--- src/ebc_pkg.sv ---
package ebc_pkg;

  // Word size and the fixed device type code in the address word
  localparam int unsigned EBC_WORD_BITS   = 8;
  localparam logic [3:0]  EBC_DEV_TYPE    = 4'ha;

  // Core clock rate and the self-timed write cycle
  localparam int unsigned EBC_CLK_MHZ       = 40;
  localparam int unsigned EBC_WRITE_TIME_US = 5000;
  localparam int unsigned EBC_WRITE_CYCLES  =
    EBC_WRITE_TIME_US * EBC_CLK_MHZ;

  // Word address bytes that precede data in a write sequence
  localparam int unsigned EBC_ADDR_BYTES = 2;
  localparam logic [1:0]  EBC_BYTES_FULL = 2'h3;

  // Bit counter value of the last bit of a word
  localparam logic [2:0]  EBC_LAST_BIT = 3'h7;

  // Controller states, one-hot
  typedef enum logic [7:0] {
    ST_IDLE   = 8'h01,
    ST_ADDR   = 8'h02,
    ST_ACK    = 8'h04,
    ST_RX     = 8'h08,
    ST_TX     = 8'h10,
    ST_TXACK  = 8'h20,
    ST_TXNEXT = 8'h40,
    ST_WBUSY  = 8'h80
  } ebc_state_t;

  // Received word with a flag for the first word after the address
  typedef struct packed {
    logic       first;
    logic [7:0] data;
  } ebc_rx_word_t;

  // Pin levels as sampled by the core clock
  typedef struct packed {
    logic [2:0] sel;
    logic       sda;
    logic       scl;
  } ebc_pins_t;

  localparam ebc_pins_t EBC_PINS_IDLE = '{sel: 3'h0, sda: 1'b1, scl: 1'b1};

endpackage : ebc_pkg

--- src/ebc_slave.sv ---
`timescale 1ns/1ps
// Operation
// - Data changes only while clock low
// - Falling data, clock high: start
// - Rising data, clock high: stop, ends sequence
// - Stop after read returns to standby
// - Transfers are 8-bit words, bit per clock
// - Device acks each word in ninth cycle; a received word that meets a full buffer gets no ack
// - Standby at power-up and after stop, except a complete write: standby after its write cycle
// - Sample on rising, shift on falling edge
// - Address match acks; mismatch returns standby
// - Write cycle ignores inputs, no ack
module ebc_slave
  import ebc_pkg::*;
#(
  parameter int unsigned WRITE_CYCLES = EBC_WRITE_CYCLES,
  parameter int unsigned FIFO_DEPTH   = 4
) (
  // Clock and reset
  input  wire logic         i_core_clk,
  input  wire logic         i_rst,
  // Bus pins
  input  wire logic         i_scl,
  input  wire logic         i_sda,
  output logic              o_sda_out,
  output logic              o_sda_oe_n,
  // Address strap pins
  input  wire logic [2:0]   i_dev_sel,
  // Received words
  output logic              o_rx_valid,
  output ebc_rx_word_t      o_rx_word,
  input  wire logic         i_rx_ready,
  // Words to send
  input  wire logic [7:0]   i_tx_data,
  output logic              o_tx_req,
  // Status
  output logic              o_standby,
  output logic              o_write_busy,
  output logic              o_start,
  output logic              o_stop
);

  localparam int unsigned BW = $clog2(WRITE_CYCLES + 1);

  if (WRITE_CYCLES < 1 || FIFO_DEPTH < 2) begin : g_chk
    $error("ebc_slave needs WRITE_CYCLES >= 1 and FIFO_DEPTH >= 2");
  end

  ebc_pins_t    s1, s2, s3, pin, pin_d, next_pin;
  ebc_state_t   state, next_state;
  logic [2:0]   cnt, next_cnt;
  logic [7:0]   sh, next_sh, rx_byte;
  logic [1:0]   bytes, next_bytes;
  logic [BW-1:0] busy_cnt, next_busy_cnt;
  logic         rw, next_rw, ack_on, next_ack_on, ack_ok, next_ack_ok;
  logic         first, next_first, oe_n, next_oe_n, push, next_push;
  logic         tx_req, next_tx_req, standby, busy, start_p, stop_p;
  logic         sda_low, load, fifo_ready;
  logic         scl_rise, scl_fall, ev_start, ev_stop;
  ebc_rx_word_t push_word, next_push_word;

  // Device type and strap compare of an address word
  function automatic logic addr_match(input logic [7:0] b,
                                      input logic [2:0] sel);
    return (b[7:4] == EBC_DEV_TYPE) && (b[3:1] == sel);
  endfunction : addr_match

  // Pin filter: a level counts once stages two and three agree
  always_comb begin
    next_pin = ebc_pins_t'((s2 & s3) | (pin & (s2 | s3)));
  end

  always_ff @(posedge i_core_clk) begin
    if (i_rst) begin
      s1    <= EBC_PINS_IDLE;
      s2    <= EBC_PINS_IDLE;
      s3    <= EBC_PINS_IDLE;
      pin   <= EBC_PINS_IDLE;
      pin_d <= EBC_PINS_IDLE;
    end else begin
      s1    <= '{sel: i_dev_sel, sda: i_sda, scl: i_scl};
      s2    <= s1;
      s3    <= s2;
      pin   <= next_pin;
      pin_d <= pin;
    end
  end

  // Clock edges and bus conditions
  assign scl_rise = pin.scl & ~pin_d.scl;
  assign scl_fall = ~pin.scl & pin_d.scl;
  assign ev_start = pin.scl & pin_d.scl & pin_d.sda & ~pin.sda;
  assign ev_stop  = pin.scl & pin_d.scl & ~pin_d.sda & pin.sda;

  // Transfer controller next values
  always_comb begin
    next_state     = state;
    next_cnt       = cnt;
    next_sh        = sh;
    next_bytes     = bytes;
    next_busy_cnt  = busy_cnt;
    next_rw        = rw;
    next_ack_on    = ack_on;
    next_ack_ok    = ack_ok;
    next_first     = first;
    next_oe_n      = oe_n;
    next_push      = 1'b0;
    next_push_word = push_word;
    next_tx_req    = 1'b0;
    load           = 1'b0;
    rx_byte        = {sh[6:0], pin.sda};
    unique case (state)
      ST_IDLE: begin
      end
      ST_ADDR: begin
        if (scl_rise) begin
          next_sh  = rx_byte;
          next_cnt = cnt + 3'h1;
          if (cnt == EBC_LAST_BIT) begin
            if (addr_match(rx_byte, pin.sel)) begin
              next_state  = ST_ACK;
              next_ack_ok = 1'b1;
              next_rw     = rx_byte[0];
              next_first  = 1'b1;
            end else begin
              next_state = ST_IDLE;
            end
          end
        end
      end
      ST_RX: begin
        if (scl_rise) begin
          next_sh  = rx_byte;
          next_cnt = cnt + 3'h1;
          if (cnt == EBC_LAST_BIT) begin
            next_state     = ST_ACK;
            next_ack_ok    = fifo_ready;
            next_push      = fifo_ready;
            next_push_word = '{first: first, data: rx_byte};
            next_first     = first & ~fifo_ready;
            if (fifo_ready && bytes != EBC_BYTES_FULL) begin
              next_bytes = bytes + 2'h1;
            end
          end
        end
      end
      ST_ACK: begin
        if (scl_fall && !ack_on) begin
          next_ack_on = 1'b1;
          next_oe_n   = ~ack_ok;
        end else if (scl_fall) begin
          next_ack_on = 1'b0;
          next_oe_n   = 1'b1;
          load        = rw;
          next_state  = rw ? ST_TX : ST_RX;
        end
      end
      ST_TX: begin
        if (scl_fall) begin
          next_oe_n = sh[7];
          next_sh   = {sh[6:0], 1'b0};
        end
        if (scl_rise) begin
          next_cnt = cnt + 3'h1;
          if (cnt == EBC_LAST_BIT) begin
            next_state = ST_TXACK;
          end
        end
      end
      ST_TXACK: begin
        if (scl_fall) begin
          next_oe_n = 1'b1;
        end
        if (scl_rise) begin
          next_state = pin.sda ? ST_IDLE : ST_TXNEXT;
        end
      end
      ST_TXNEXT: begin
        load = scl_fall;
      end
      ST_WBUSY: begin
        next_busy_cnt = busy_cnt - BW'(1);
        if (busy_cnt == '0) begin
          next_state = ST_IDLE;
        end
      end
    endcase
    // First data bit goes out on the falling edge
    if (load) begin
      next_state  = ST_TX;
      next_oe_n   = i_tx_data[7];
      next_sh     = {i_tx_data[6:0], 1'b0};
      next_cnt    = '0;
      next_tx_req = 1'b1;
    end
    // Stop ends any sequence; a complete write starts the cycle
    if (state != ST_WBUSY && ev_stop) begin
      next_state    = (bytes == EBC_BYTES_FULL) ? ST_WBUSY : ST_IDLE;
      next_busy_cnt = BW'(WRITE_CYCLES - 1);
      next_oe_n     = 1'b1;
      next_ack_on   = 1'b0;
    end
    // Start restarts address reception in every state but the write cycle, even mid-word
    if (state != ST_WBUSY && ev_start) begin
      next_state  = ST_ADDR;
      next_cnt    = '0;
      next_bytes  = '0;
      next_oe_n   = 1'b1;
      next_ack_on = 1'b0;
    end
  end

  always_ff @(posedge i_core_clk) begin
    if (i_rst) begin
      state     <= ST_IDLE;
      cnt       <= '0;
      sh        <= '0;
      bytes     <= '0;
      busy_cnt  <= '0;
      rw        <= 1'b0;
      ack_on    <= 1'b0;
      ack_ok    <= 1'b0;
      first     <= 1'b0;
      oe_n      <= 1'b1;
      push      <= 1'b0;
      push_word <= '0;
      tx_req    <= 1'b0;
      standby   <= 1'b1;
      busy      <= 1'b0;
      start_p   <= 1'b0;
      stop_p    <= 1'b0;
      sda_low   <= 1'b0;
    end else begin
      state     <= next_state;
      cnt       <= next_cnt;
      sh        <= next_sh;
      bytes     <= next_bytes;
      busy_cnt  <= next_busy_cnt;
      rw        <= next_rw;
      ack_on    <= next_ack_on;
      ack_ok    <= next_ack_ok;
      first     <= next_first;
      oe_n      <= next_oe_n;
      push      <= next_push;
      push_word <= next_push_word;
      tx_req    <= next_tx_req;
      standby   <= (next_state == ST_IDLE);
      busy      <= (next_state == ST_WBUSY);
      start_p   <= ev_start & (state != ST_WBUSY);
      stop_p    <= ev_stop & (state != ST_WBUSY);
      sda_low   <= 1'b0;
    end
  end

  // Word buffer toward the user side; full buffer refuses the ack
  ebc_fifo #(
    .WIDTH ($bits(ebc_rx_word_t)),
    .DEPTH (FIFO_DEPTH)
  ) u_fifo (
    .i_core_clk  (i_core_clk),
    .i_rst       (i_rst),
    .i_in_valid  (push),
    .i_in_data   (push_word),
    .o_in_ready  (fifo_ready),
    .o_out_valid (o_rx_valid),
    .o_out_data  (o_rx_word),
    .i_out_ready (i_rx_ready)
  );

  assign o_sda_out    = sda_low;
  assign o_sda_oe_n   = oe_n;
  assign o_tx_req     = tx_req;
  assign o_standby    = standby;
  assign o_write_busy = busy;
  assign o_start      = start_p;
  assign o_stop       = stop_p;
endmodule : ebc_slave

--- src/ebc_fifo.sv ---
`timescale 1ns/1ps
module ebc_fifo
  import ebc_pkg::*;
#(
  parameter int unsigned WIDTH = 9,
  parameter int unsigned DEPTH = 4
) (
  // Clock and reset
  input  wire logic             i_core_clk,
  input  wire logic             i_rst,
  // Filling side
  input  wire logic             i_in_valid,
  input  wire logic [WIDTH-1:0] i_in_data,
  output logic                  o_in_ready,
  // Draining side
  output logic                  o_out_valid,
  output logic      [WIDTH-1:0] o_out_data,
  input  wire logic             i_out_ready
);

  localparam int unsigned AW = $clog2(DEPTH);
  localparam int unsigned CW = $clog2(DEPTH + 1);

  if (DEPTH < 2 || WIDTH < 1) begin : g_chk
    $error("ebc_fifo needs DEPTH >= 2 and WIDTH >= 1");
  end

  logic [WIDTH-1:0] mem [DEPTH];
  logic [WIDTH-1:0] next_mem [DEPTH];
  logic [AW-1:0]    wr_ptr, rd_ptr, next_wr_ptr, next_rd_ptr;
  logic [CW-1:0]    count, next_count;
  logic             in_ready, out_valid, next_in_ready, next_out_valid;
  logic             push, pop;

  // Pointer advance with wrap at the depth
  function automatic logic [AW-1:0] bump(input logic [AW-1:0] p);
    return (p == AW'(DEPTH - 1)) ? '0 : p + AW'(1);
  endfunction : bump

  // Next pointers, count and flags
  always_comb begin
    push           = i_in_valid & in_ready;
    pop            = out_valid & i_out_ready;
    next_mem       = mem;
    next_wr_ptr    = push ? bump(wr_ptr) : wr_ptr;
    next_rd_ptr    = pop ? bump(rd_ptr) : rd_ptr;
    next_count     = count + CW'(push) - CW'(pop);
    next_in_ready  = (next_count != CW'(DEPTH));
    next_out_valid = (next_count != '0);
    if (push) begin
      next_mem[wr_ptr] = i_in_data;
    end
  end

  // State registers
  always_ff @(posedge i_core_clk) begin
    mem <= next_mem;
    if (i_rst) begin
      wr_ptr    <= '0;
      rd_ptr    <= '0;
      count     <= '0;
      in_ready  <= 1'b1;
      out_valid <= 1'b0;
    end else begin
      wr_ptr    <= next_wr_ptr;
      rd_ptr    <= next_rd_ptr;
      count     <= next_count;
      in_ready  <= next_in_ready;
      out_valid <= next_out_valid;
    end
  end

  assign o_in_ready  = in_ready;
  assign o_out_valid = out_valid;
  assign o_out_data  = mem[rd_ptr];

endmodule : ebc_fifo

--- config.mk ---
export PLATFORM = sky130hd
export DESIGN_NAME = ebc_slave
export DESIGN_NICKNAME = d
export VERILOG_FILES = /design/src/ebc_pkg.sv /design/src/ebc_slave.sv /design/src/ebc_fifo.sv
export SDC_FILE = /design/constraint.sdc
export NUM_CORES = 1
export LEC_CHECK = 0
export ABC_AREA = 1
export BUFFER_PORTS_ARGS = -buffer_cell sky130_fd_sc_hd__buf_2
export CAP_MARGIN = 20
export CORE_ASPECT_RATIO = 1.25
export CORE_MARGIN = 2
export CORE_UTILIZATION = 35
export CTS_CLUSTER_SIZE = 14
export DETAILED_ROUTE_END_ITERATION = 6
export PLACE_DENSITY = 0.52
export SETUP_SLACK_MARGIN = 0.4
export SYNTH_ARGS = -nofsm -noshare
export SYNTH_HDL_FRONTEND = slang
export SYNTH_SLANG_ARGS = --single-unit
--- constraint.sdc ---
create_clock -name i_core_clk -period 2.5 [get_ports i_core_clk]
set_input_delay 0.75 -clock i_core_clk [delete_from_list [all_inputs] [get_ports i_core_clk]]
set_output_delay 0.75 -clock i_core_clk [all_outputs]
set_load 0.02 [all_outputs]
==> impl_metrics.csv <==
group,metric,value,unit
power,p_per_area,758.5,nW/um^2
global_routing,grt_pass1_vias,4555,
outcome,status,"finished, final reports clean",
placement,port_buffers,31,
power,p_leak,0.002889,uW
setup_path,cp_max_fo,7,
route,drcViolationCount,0,
die,fp.dieH,147.1,um
timing,max_freq,470.6,MHz
placement,place_area,6163,sq um
die,start_util,35.55,%
logic_synthesis,synth_edf_count,36,
placement,dp_cells,916,
cts,cts_hold_buf,0,
finish,layout-drive-gt1-share,21.16,%
setup_path,r2r_setup_slack,0.53,ns
global_routing,use_met3,3.960,%
logic_synthesis,synth_simple_gate_area_share,25.19,%
logic_synthesis,muxShareOfSynthArea,0,%
setup_path,cp_num_buf_inv,2,
setup_path,start_kind,"flip-flop",
logic_synthesis,yosysWarnings,0,
timing,fin_crit_sh,85.00,%
global_routing,grt_first_pass_wirelength,21.59,mm
logic_synthesis,ys_types,51,
finish,fin_cells,958,
timing,worstMarginPinSlew,0.5263,ns
setup_path,cp_data_required_time,1.75,ns
die,fp.coreArea,16140,sq um
setup_path,worstPathArrival,1.37,ns
cts,clkLatencyLatePin,0.42,ns
placement,hpwl,9.191,mm
logic_synthesis,synth_top_family_by_area,"simple AND/OR/NAND/NOR gates",
global_routing,met1_usage,16.22,%
cts,cts.sinks,126,
setup_path,slowest_delay,0.42,ns
global_routing,grt_max_degree,45,
setup_path,cp_top_family,"flip-flops",
finish,area_growth,20.24,%
timing,max-slew-margin-rel,64.59,%
logic_synthesis,ys_seq_area_share,50.25,%
timing,fin_worst_skew,0.009302,ns
logic_synthesis,synth_fa_ha_area_share,2.966,%
route,drt_first_pass_iters,5,
die,die_w,118.5,um
timing,hold_viol,0,
logic_synthesis,syn_avg_cell_area,8.474,sq um
global_routing,grt_overflow,0,
setup_path,critPathKind,"reg -> out",
placement,gp_congestion,0.8585,
logic_synthesis,synth_seq_cells,126,
timing,setup_tns,0,ns
setup_path,slowest_stage,"dfxtp_4",
cts,path_clk_slew,0.06,ns
finish,nets,758,
logic_synthesis,async_reset_ff_share,0,%
logic_synthesis,synth_xor_area_share,1.374,%
logic_synthesis,synthesis.area,5737,sq um
power,max-vdd-ir-drop,0.0002855,V
logic_synthesis,synth_cells,677,
route,routed_via_density,4.768,
cts,root_buffer,"clkbuf_16",
die,row_count,52,
timing,fin_crit,2.125,ns
die,top_level_ports,33,
global_routing,antenna_found_initial,0,
route,drt_iter0_drc,202,
job,max_cap_viol_count,0,
cts,htreeDepth,4,
setup_path,cp_cell_sequence,"clkinvlp_4 -> o21ai_0 -> o22ai_1 -> buf_4",
timing,finalSetupViolations,0,
finish,final_common_cell,"nor2_1",
route,final_antenna_net_count,0,
die,die_area,17440,sq um
finish,diodes,0,
setup_path,end_kind,"primary output",
global_routing,grt_usage,15.66,%
route,num_vias,4568,
min_path,min_path_type,"reg -> reg",
cts,cts_tree,"yes",
finish,stdcell_area,6898,sq um
cts,cts_made_buffers,17,
global_routing,busiest_layer,"met2",
logic_synthesis,synth_ff_type,"dfxtp_1",
finish,final_cell_mix,"111 x nor2_1, 92 x nand2_1, 88 x dfxtp_1, 70 x inv_1, 36 x edfxtp_1",
timing,rsz0062_at_grt,"yes",
global_routing,use_met2,29.83,%
timing,slew_viol_final,0,
route,wirelength,13.00,mm
logic_synthesis,syn-num-nets,706,
logic_synthesis,synth_compound_area_share,12.63,%
cts,clockBufferDepth,2,
route,wl_per_cell,13.57,um
report_power, final:
part	internal [uW]	total [uW]	switching (uW)	leakage [uW]
Clock	1480	2400	912	0.000277
Combinational	278	632	353	0.00157
Sequential	2140	2210	61.4	0.00104
Total	3910	5230	1330	0.00289
registers in the layout, summed over array words and instances (netlist names), 2 cells and up:
signal / flops
s1: 5
u_fifo.wr_ptr: 2
u_fifo.rd_ptr: 2
s2: 5
pin: 5
sh: 8
push_word: 9
cnt: 3
busy_cnt: 18
pin_d: 2
s3: 5
state: 8
u_fifo.mem: 36
u_fifo.count: 3
bytes: 2
cell type report:
type / count / area (sq um)
Clock buffer: 21 / 481.7
Fill cell: 1699 / 9238
Timing Repair inverter: 1 / 7.507
Multi-Input combinational cell: 448 / 2480
Clock inverter: 11 / 106.4
Tap cell: 216 / 270.3
Inverter: 87 / 344.1
Timing Repair Buffer: 48 / 317.8
Sequential cell: 126 / 2890
logic make-up after synthesis:
kind of cell | count (synthesis)
AOI/OAI and AO/OA | 127
xor gates and xnor gates | 9
adders and majority gates | 13
buffers and inverters | 103
DFF | 126
other | 1
and+or+nand+nor | 298
synth_stat cells (12+ instances only):
cell | instances | area share, %
ha_1 | 12 | 2.6
a21oi_1 | 34 | 3.0
nand2_1 | 93 | 6.1
dfxtp_1 | 90 | 31
nand3_1 | 27 | 2.4
inv_1 | 73 | 4.8
nand2_2 | 12 | 1.3
nor2_1 | 111 | 7.3
edfxtp_1 | 36 | 19
o21ai_0 | 50 | 4.4
worst paths after layout:
path,cells after the start,start,to
setup / recovery,4,u_fifo.rd_ptr[1],o_rx_word[0]
setup reg to reg,8,pin[1],o_write_busy
hold reg to reg,2,s1[2],s2[2]
hold / removal,2,s1[2],s2[2]
metrics by stage:
| stage | utilization, % | total power, uW | hold slack (ns) | setup slack (ns) |
|---|---|---|---|---|
| final | 42.75 | 5232 | 0.4047 | 0.3751 |
| after global routing | 42.75 | 5449 | 0.4264 | 0.2790 |
| after CTS | 42.64 | 5279 | 0.4107 | 0.3470 |
| after detailed placement | 38.20 | 2751 | 0.3969 | 0.1484 |
| after global placement | 38.20 | 2737 | 0.3997 | 0.2059 |
| after floorplan | - | 2586 | 0.3883 | 0.4110 |
worst register-to-register path: stages, from the launching register on:
cell	delay [ns]
dfxtp_1	0.49
inv_1	0.22
nor3_4	0.33
nand2_8	0.13
inv_2	0.20
nand2_1	0.17
a21oi_4	0.19
nand2_1	0.08
nor2_1	0.10
per-layer routing:
| metal | part of all wire (%) | vias up | wire length, um |
|---|---|---|---|
| li1 | - | 2336 | - |
| met1 | 41 | 2148 | 5316 |
| met2 | 55 | 65 | 7131 |
| met3 | 2.4 | 19 | 317 |
| met4 | 1.8 | 0 | 236 |
| met5 | 0 | - | 0 |
repair_timing:
item / CTS / global route
resized for setup: 36 / 6
pin swaps: 9 / 5
buffers inserted: 6 / 1
endpoints found under the hold margin: 0 / 0
setup endpoints to repair: 9 / 12
cloned: 3 / 0
Power figures use the tool's default switching activity.
